**config.mk**
```make
export PLATFORM = sky130hd
export DESIGN_NAME = rpu_top
export DESIGN_NICKNAME = d
export VERILOG_FILES = /design/src/rpu_pkg.sv /design/src/rpu_top.sv
export SDC_FILE = /design/constraint.sdc
export NUM_CORES = 2
export LEC_CHECK = 0
export ABC_AREA = 1
export BUFFER_PORTS_ARGS = -buffer_cell sky130_fd_sc_hd__buf_4
export CORE_AREA = 3 3 427 260
export DETAILED_ROUTE_END_ITERATION = 6
export DIE_AREA = 0 0 430 263
export GPL_TIMING_DRIVEN = 0
export PLACE_DENSITY = 0.49
export SYNTH_ARGS = -nofsm -noshare
export SYNTH_HDL_FRONTEND = slang
export SYNTH_SLANG_ARGS = --single-unit
export TNS_END_PERCENT = 5
```
**constraint.sdc**
```tcl
create_clock -name clk -period 10.6 [get_ports clk]
set_clock_uncertainty 0.2 [all_clocks]
set_input_delay 1.06 -clock clk [delete_from_list [all_inputs] [get_ports clk]]
set_output_delay 1.06 -clock clk [all_outputs]
set_load 0.01 [all_outputs]
```
**src/rpu_pkg.sv**
```systemverilog
package rpu_pkg;

  localparam int          RPU_REGIONS     = 8;
  localparam int          RPU_SUBREGIONS  = 8;
  localparam logic [31:0] RPU_SYS_BASE    = 32'h2000_0000;
  localparam logic [7:0]  RPU_OFF_CTRL    = 8'h00;
  localparam logic [7:0]  RPU_OFF_FADDR   = 8'h04;
  localparam logic [7:0]  RPU_OFF_FINFO   = 8'h08;
  localparam logic [7:0]  RPU_OFF_RGN0    = 8'h10;
  localparam int          RPU_RGN_STRIDE  = 8;
  localparam int          RPU_MIN_SIZE    = 4;
  localparam int          RPU_MIN_SRD     = 7;
  localparam logic [31:0] RPU_RST_WORD    = 32'h0000_0000;
  localparam int          RPU_ATTR_EN     = 0;
  localparam int          RPU_ATTR_SIZE   = 1;
  localparam int          RPU_ATTR_SRD    = 8;
  localparam int          RPU_ATTR_PERM   = 16;

  typedef enum logic [1:0] {
    RPU_PERM_NONE = 2'h0,
    RPU_PERM_RO   = 2'h1,
    RPU_PERM_RW   = 2'h2,
    RPU_PERM_RES  = 2'h3
  } rpu_perm_t;

  typedef struct packed {
    logic [26:0] base;
    logic        en;
    logic [4:0]  size;
    logic [7:0]  srd;
    rpu_perm_t   perm;
  } rpu_region_t;

  typedef struct packed {
    logic        valid;
    logic        write;
    logic        fetch;
    logic [31:0] addr;
  } rpu_acc_t;

  typedef struct packed {
    logic        sel;
    logic        wr;
    logic [7:0]  addr;
    logic [31:0] wdata;
  } rpu_ppb_t;

endpackage

```
**src/rpu_top.sv**
```systemverilog
`timescale 1ns/1ps
// Functional notes
// - Eight regions, each with eight subregions when its size field is 7 or more.
// - Unmatched or disallowed access faults and blocks.
// - Read-only region allows reads, rejects writes.
// - No-access region rejects every access.
// - Code region addresses go to code port.
// - Addresses from 0x20000000 go to system port.
// - Region settings programmed only over private bus.
module rpu_top
  import rpu_pkg::*;
#(
  parameter int NREG = RPU_REGIONS
)
(
  // Clock and reset
  input  wire logic        clk,
  input  wire logic        reset,
  // Core access request
  input  wire rpu_acc_t    acc_in,
  // Private peripheral bus
  input  wire rpu_ppb_t    ppb_in,
  output logic [31:0]      ppb_rdata,
  // Routed accesses
  output rpu_acc_t         code_out,
  output rpu_acc_t         sys_out,
  // Fault event
  output logic             mm_fault,
  output logic [31:0]      mm_fault_addr
);

  rpu_region_t       rgn_r [NREG];
  rpu_region_t       rgn_nxt [NREG];
  logic              unit_en_r;
  logic              unit_en_nxt;
  logic [31:0]       ppb_rdata_r;
  logic [31:0]       ppb_rdata_nxt;
  rpu_acc_t          code_r;
  rpu_acc_t          code_nxt;
  rpu_acc_t          sys_r;
  rpu_acc_t          sys_nxt;
  logic              fault_r;
  logic              fault_nxt;
  logic [31:0]       faddr_r;
  logic [31:0]       faddr_nxt;
  logic [2:0]        finfo_r;
  logic [2:0]        finfo_nxt;

  logic              hit;
  rpu_perm_t         hit_perm;
  logic              allowed;

  // Region lookup: later regions override earlier ones
  always_comb
  begin
    logic [5:0]  sh;
    logic [31:0] mask;
    logic [2:0]  sub;
    logic [31:0] rbase;
    hit      = 1'b0;
    hit_perm = RPU_PERM_NONE;
    sh       = 6'h00;
    mask     = 32'h0000_0000;
    sub      = 3'h0;
    rbase    = 32'h0000_0000;
    for (int i = 0; i < NREG; i++)
    begin
      sh    = 6'(rgn_r[i].size) + 6'h01;
      mask  = (sh >= 6'd32) ? 32'h0000_0000 : (32'hffff_ffff << sh);
      rbase = {rgn_r[i].base, 5'h00};
      sub   = 3'((acc_in.addr >> (sh - 6'h03)) & 32'h0000_0007);
      if (rgn_r[i].en && (int'(rgn_r[i].size) >= RPU_MIN_SIZE) &&
          ((acc_in.addr & mask) == (rbase & mask)) &&
          !((int'(rgn_r[i].size) >= RPU_MIN_SRD) && rgn_r[i].srd[sub]))
      begin
        hit      = 1'b1;
        hit_perm = rgn_r[i].perm;
      end
    end
    // The reserved permission code is treated as no access
    case (hit_perm)
      RPU_PERM_RW:   allowed = hit;
      RPU_PERM_RO:   allowed = hit && !acc_in.write;
      RPU_PERM_NONE: allowed = 1'b0;
      default:       allowed = 1'b0;
    endcase
    // Unit off: every access passes and is routed by address only
    if (!unit_en_r)
    begin
      allowed = 1'b1;
    end
  end

  // Access routing and fault generation
  always_comb
  begin
    code_nxt       = '0;
    sys_nxt        = '0;
    fault_nxt      = 1'b0;
    faddr_nxt      = faddr_r;
    finfo_nxt      = finfo_r;
    if (acc_in.valid)
    begin
      if (!allowed)
      begin
        fault_nxt = 1'b1;
        faddr_nxt = acc_in.addr;
        finfo_nxt = {hit, acc_in.fetch, acc_in.write};
      end
      else if (acc_in.addr < RPU_SYS_BASE)
      begin
        code_nxt = acc_in;
      end
      else
      begin
        sys_nxt = acc_in;
      end
    end
  end

  // Private bus register access
  always_comb
  begin
    int idx;
    idx           = 0;
    unit_en_nxt   = unit_en_r;
    ppb_rdata_nxt = 32'h0000_0000;
    for (int i = 0; i < NREG; i++)
    begin
      rgn_nxt[i] = rgn_r[i];
    end
    if (ppb_in.sel)
    begin
      if (ppb_in.addr == RPU_OFF_CTRL)
      begin
        ppb_rdata_nxt = {31'h0, unit_en_r};
        if (ppb_in.wr)
        begin
          unit_en_nxt = ppb_in.wdata[0];
        end
      end
      else if (ppb_in.addr == RPU_OFF_FADDR)
      begin
        ppb_rdata_nxt = faddr_r;
      end
      else if (ppb_in.addr == RPU_OFF_FINFO)
      begin
        ppb_rdata_nxt = {29'h0, finfo_r};
      end
      else if (ppb_in.addr >= RPU_OFF_RGN0 &&
               int'(ppb_in.addr) < int'(RPU_OFF_RGN0) + NREG * RPU_RGN_STRIDE)
      begin
        idx = (int'(ppb_in.addr) - int'(RPU_OFF_RGN0)) / RPU_RGN_STRIDE;
        if (ppb_in.addr[2])
        begin
          ppb_rdata_nxt = {14'h0, rgn_r[idx].perm, rgn_r[idx].srd, 2'h0,
                           rgn_r[idx].size, rgn_r[idx].en};
          if (ppb_in.wr)
          begin
            rgn_nxt[idx].en   = ppb_in.wdata[RPU_ATTR_EN];
            rgn_nxt[idx].size = ppb_in.wdata[RPU_ATTR_SIZE +: 5];
            rgn_nxt[idx].srd  = ppb_in.wdata[RPU_ATTR_SRD +: 8];
            rgn_nxt[idx].perm = rpu_perm_t'(ppb_in.wdata[RPU_ATTR_PERM +: 2]);
          end
        end
        else
        begin
          ppb_rdata_nxt = {rgn_r[idx].base, 5'h00};
          if (ppb_in.wr)
          begin
            rgn_nxt[idx].base = ppb_in.wdata[31:5];
          end
        end
      end
    end
  end

  // Access path registers
  always_ff @(posedge clk)
  begin
    if (reset)
    begin
      code_r  <= '0;
      sys_r   <= '0;
      fault_r <= 1'b0;
      faddr_r <= RPU_RST_WORD;
      finfo_r <= 3'h0;
    end
    else
    begin
      code_r  <= code_nxt;
      sys_r   <= sys_nxt;
      fault_r <= fault_nxt;
      faddr_r <= faddr_nxt;
      finfo_r <= finfo_nxt;
    end
  end

  // Settings registers; a write applies from the next access on
  always_ff @(posedge clk)
  begin
    if (reset)
    begin
      unit_en_r   <= 1'b0;
      ppb_rdata_r <= RPU_RST_WORD;
      for (int i = 0; i < NREG; i++)
      begin
        rgn_r[i] <= '0;
      end
    end
    else
    begin
      unit_en_r   <= unit_en_nxt;
      ppb_rdata_r <= ppb_rdata_nxt;
      for (int i = 0; i < NREG; i++)
      begin
        rgn_r[i] <= rgn_nxt[i];
      end
    end
  end

  assign ppb_rdata     = ppb_rdata_r;
  assign code_out      = code_r;
  assign sys_out       = sys_r;
  assign mm_fault      = fault_r;
  assign mm_fault_addr = faddr_r;

endmodule

```
; ---- Word level (Yosys, flattened, before mapping)
; Memories as Yosys holds them, arrays and structs flattened.
; Cells that the tools add are included.
[op_classes]
add_sub_neg = 18
n_lt_le_gt_ge = 37
eq_ne = 12
shifts = 16
mux = 84
n_bitwise = 30
reduce_logical = 54
[ops]
columns = cell, n
row1 = $mux 344, 8
row2 = $bwmux 344, 5
row3 = $demux 43 s3, 5
row4 = $and 32x32->32, 16
row5 = $mux 43, 9
row6 = $mux 32, 12
row7 = $eq 32x32->1, 8
row8 = $shl 32x6->32 const A, 8
row9 = $shr 32x6->3, 8
row10 = $ge 5x3->1 const B, 16
row11 = $mux 35, 2
row12 = $add 5x1->6 const B, 8
row13 = $ge 6x6->1 const B, 8
row14 = $sub 6x2->6 const B, 8
row15 = $logic_and 1x1->1, 35
row16 = $add 32x1->32, 1
row17 = $ge 32x4->1 const B, 1
row18 = $lt 3x4->1 const B, 8
row19 = $lt 32x1->1 const B, 1
row20 = $lt 32x30->1 const B, 1
row21 = $not 32->32, 1
row22 = $bmux 1 s3, 8
row23 = $mux 1, 22
row24 = $mux 2, 9
row25 = other kinds (21), 43
[word_totals]
reg_bits = 139
ramBits = 344
in_bits = 79
output_inout_bits = 135
wordCells = 266
mem_count = 1
[memory_table]
columns = memory, depth, width, rd, rd_ports_with_merged_regs, wr, line
row1 = rgn_r, 8, 43, 9, 0, 8, rpu_top.sv:32  ; rpu_region_t rgn_r [NREG];

; ---- Depth between registers and ports, before layout
; An unclocked memory read counts as a cell.
[depth]
ltp_word = 22
mapped_depth = 38
mapped_depth_nobuf = 36

; ---- Worst setup path before layout
; Ideal clock, no wire load.
[synth_path]
path_type = input port to flip-flop
start = in ppb_in[36] in the netlist's numbering
end = mem rgn_r[6][16] in the netlist's numbering
setup_ns = 0.070
arrival_ns = 4.881
required_time_ns = 10.330
path_slack_ns = 5.449
path_stages = 22
n_path_buf = 1
cell_sequence = inv_1 -> ha_1 -> inv_1 -> nor2_1 -> inv_1 -> nor2_1 -> ha_1 -> ha_1 -> inv_1 -> or2_2 -> nor2_1 -> nand2_1 -> ha_1 -> nand2_1 -> nor3b_1 -> nand3_1 -> nor3_1 -> nand2_1 -> nor3_2 -> clkbuf_1 -> o21ai_0 -> a21oi_1
[synth_rtl]
columns = item, line
row1 = "start, declared", rpu_top.sv:22  ; input wire rpu_ppb_t ppb_in,
row2 = "end, declared", rpu_top.sv:32

; ---- Final worst setup path
[layout_path]
start = in ppb_in[36] in the netlist's numbering
end = reg ppb_rdata_r[2] (netlist: ppb_rdata[2])
[layout_between]
elab_chain_len = 8
word_cells_on_any_way = 15
cone_classes = add/sub (2) / order compare (2) / eq/ne (2) / mux (4) / bitwise (1) / reduce/logical (3) / memory (1)
[layout_rtl]
columns = item, line
row1 = $sub 8x5->9, rpu_top.sv:153  ; idx = (int'(ppb_in.addr) - int'(RPU_OFF_RGN0)) / RPU_RGN_STRIDE;
row2 = $and 1x1->1 (no line), -
row3 = $add 32x1->32 (no line), -
row4 = $mem_v2 8x43, -
row5 = $mux 32, rpu_top.sv:154  ; if (ppb_in.addr[2])
row6 = $mux 32, rpu_top.sv:150  ; else if (ppb_in.addr >= RPU_OFF_RGN0 &&
row7 = $mux 32, rpu_top.sv:146  ; else if (ppb_in.addr == RPU_OFF_FINFO)
row8 = $mux 32, rpu_top.sv:142  ; else if (ppb_in.addr == RPU_OFF_FADDR)
row9 = "end signal, assigned", rpu_top.sv:214  ; ppb_rdata_r <= ppb_rdata_nxt;
row10 = "end, declared", rpu_top.sv:36  ; logic [31:0] ppb_rdata_r;
; Several ways; a longest one is shown, not always the timed one.
; A chain may end at the register's enable or synchronous reset.

==> out/metrics.yaml <==
yosys:
  synthCells: 5026
  synth_cell_types: 61
  synth_area_sq_um: 32100
  synth_edf_count: 0
  synth_top_area_share_pct: 30.1
  avgSynthCellArea_sq_um: 6.39
  ys_async_sr_fraction_pct: 0
  synthTopCellsByArea: "dfxtp_1, nand2_1, o21ai_0"
  synthDominantAreaCellType: "dfxtp_1"
  yosys_warnings: 0
  seq_area_frac_synth_pct: 30.1
  ys.flop_type: "dfxtp_1"
  synth_seq_cells: 483
setup_path:
  path_cells: "buf_4 > inv_1 > ha_1 > inv_1 > nor2_1 > inv_1 > nor2_1 > ha_1 > ha_1 > inv_1 > or2_2 > nand2_1 > inv_1 > nor3_1 > clkinv_1 > clkbuf_1 > o22ai_1 > a21oi_1 > a221oi_1 > nor2_1"
  crit_buf_inv: 8
  endpoint_kind: "flip-flop"
  cp-start-kind: "input port"
  crit_fanout: 10
  critical_path_class: "input port to flip-flop"
  crit_path_top_delay_cell: "nor3_1"
  crit_arrival_ns: 7.56
  critical-path-max-stage-delay_ns: 1.03
  cpMostUsedCell: "inv_1"
  critical_path_required_ns: 10.91
  cp_top_family: "simple AND/OR/NAND/NOR gates"
clock_network:
  clock-sinks: 483
  clock_latency_ns: 0.68
  cts-root-buf: "clkbuf_16"
  cts.htree.levels: 2
  cts_setup_buffers: 0
  path_clk_slew_ns: 0.07
  cts_resized: 0
  ctsHoldBuffers: 0
  cts_buffers: 53
  clock_path_buffers: 3
  cts_tree: "done"
power_and_ir_drop:
  ir_worst_vdd_v: 0.000133
  p_per_area_nw_per_um2: 129
  leakage_nw: 16.0
finish:
  nNetsFinal: 5438
  area_delta_synth_final_pct: 17.2
  multiInputGateArea_sq_um: 19500
  register_area_sq_um: 9670
  nFillCells: 11800
  layout-drive-gt1-share_pct: 10.8
placement:
  hpwl_um: 171000
  place.gp.congestion: 1.06
  io_buffer_count: 201
status:
  status: "finished with violations"
  violations: "max-capacitance violations, max-slew violations"
drt:
  initialDrtViolationCount: 7057
  drcViolationCount: 0
  drtAntennaViolNets: 0
  num_vias: 41000
  wirelength_um: 225000
  wl_per_cell_um: 33.2
  drt-vias-per-instance: 6.05
  firstDrtPassIters: 7
sta:
  timing.setup.tns_ns: 0
  rsz0062_at_grt: "no"
  tightest_slew_ns: 1.66
  holdWs_ns: 0.258
  relSlewSlack_pct: -10.3
  max_clock_freq_mhz: 138
  maxSlewViolCount: 65
  fin_crit_sh_pct: 68.4
  post-route-min-period_ns: 7.25
  finalSetupViolations: 0
  hold_violations: 0
global_route:
  grt_pass1_vias: 35400
  grt_usage_pct: 37.8
  grt-ovfl-total: 0
  grt_max_degree: 16
  grt_pass1_wl_um: 298000
  antenna_found_initial: 15
job:
  drv_cap: 6
die:
  die_area_sq_um: 113000
  top_level_ports: 214
  core_sq_um: 107000
  die_w_um: 430
  start_util_pct: 30.0
  die_h_um: 263
  rows: 93
hold_path:
  hp-class: "flip-flop to flip-flop"
## where the power goes
part           leakage [nW]  internal (W)  total [W]  switching (W)
Combinational          11.2      0.000163   0.000807       0.000644
Clock                 0.974       0.00128    0.00221       0.000929
Sequential             3.90       0.00182    0.00183     0.00000496
Total                  16.0       0.00327    0.00485        0.00158
## cells in the final DEF, fill, tap and decap left out, types with 67 or more instances in the layout
master and count:
dfxtp_1 483, a21oi_1 485, nand2_1 1116, nand4_1 124, buf_4 221, xor2_1 125, nand3_1 319, o21ai_0 687
o22ai_1 108, buf_2 90, nor2_1 398, inv_1 341, ha_1 67, clkbuf_1 194
## area by class of cell
class,instances,share of cell area [%]
multi-input cells,3807,51.8
inverters,391,3.90
flip-flops and latches,483,25.7
clock inverters,30,1.25
clock buffers,68,4.02
repair buffers,209,4.29
plain buffers,347,4.15
diodes,17,0.113
well taps,1425,4.74
## synthesized netlist by cell type (16+ instances only)
cell type     n
nand2_2      23
o221ai_1     29
inv_2        35
o21ai_0     687
nor3_1       33
nand2_1    1116
nand3_1     319
dfxtp_1     483
xor2_1      125
a22oi_1      22
xnor2_1      64
buf_1        21
inv_1       341
nor2_1      398
ha_1         67
clkbuf_1    219
buf_4        20
nand4_1     124
a21oi_1     485
nor4_1       16
o211ai_1     25
o22ai_1     108
o31ai_1      16
buf_2        81
## metrics by stage
step	power [W]	setup WS (ns)	cells	instance area, sq um	util, %
floorplan	0.00218	5.45	5028	32100	-
detailed placement	0.00260	3.16	6662	35600	33.2
finish	0.00485	3.35	6777	37700	35.1
global route	0.00490	3.37	6760	37600	35.1
CTS	0.00477	3.83	6760	37600	35.1
global placement	0.00260	2.56	6654	35400	33.1
## registers in the layout, summed over array words and instances, names as in the netlist
name           cells
rgn_r            344
code_out          35
sys_out           35
mm_fault_addr     32
ppb_rdata         32
finfo_r            3
mm_fault           1
unit_en_r          1
## worst reg2reg max path: cells and delay by family, from the launching register on
kind	cells	cell delay, ns
AND/OR/NAND/NOR	20	2.94
adder cells (fa/ha/maj)	4	1.51
buffers and inverters	4	1.14
flip-flops	1	0.53
AO/OA/AOI/OAI	3	0.37
## path summary, 6_finish.rpt
| kind | from | to | depth (start not counted) | slack (ns) |
|---|---|---|---|---|
| worst max-delay path | ppb_in[36] | ppb_rdata[2]$_SDFF_PP0_ | 20 | 3.35 |
| worst min-delay path | finfo_r[2]$_SDFFE_PP0P_ | finfo_r[2]$_SDFFE_PP0P_ | 2 | 0.26 |
| worst max register to register | rgn_r[4][11]$_SDFFE_PP0P_ | code_out[24]$_SDFF_PP0_ | 31 | 3.82 |
| worst min register to register | finfo_r[2]$_SDFFE_PP0P_ | finfo_r[2]$_SDFFE_PP0P_ | 2 | 0.26 |
## routing by layer
layer | routed length [um] | track usage, % | vias up
met4 | 7940 | 12.1 | 4
met5 | 279 | 1.47 | -
li1 | - | - | 17500
met2 | 79100 | 46.2 | 3472
met1 | 96400 | 53.6 | 19600
met3 | 41000 | 21.6 | 412
## cell families after synthesis
family / synth area share, %
AND/OR/NAND/NOR: 28.0
AO/OA/AOI/OAI: 24.3
buffers and inverters: 9.30
flip-flops: 30.1
XOR/XNOR: 5.45
adder cells (fa/ha/maj): 2.61
multiplexers: 0.218
other: 0.0117
Note: power is estimated with default switching activity, not from simulation.
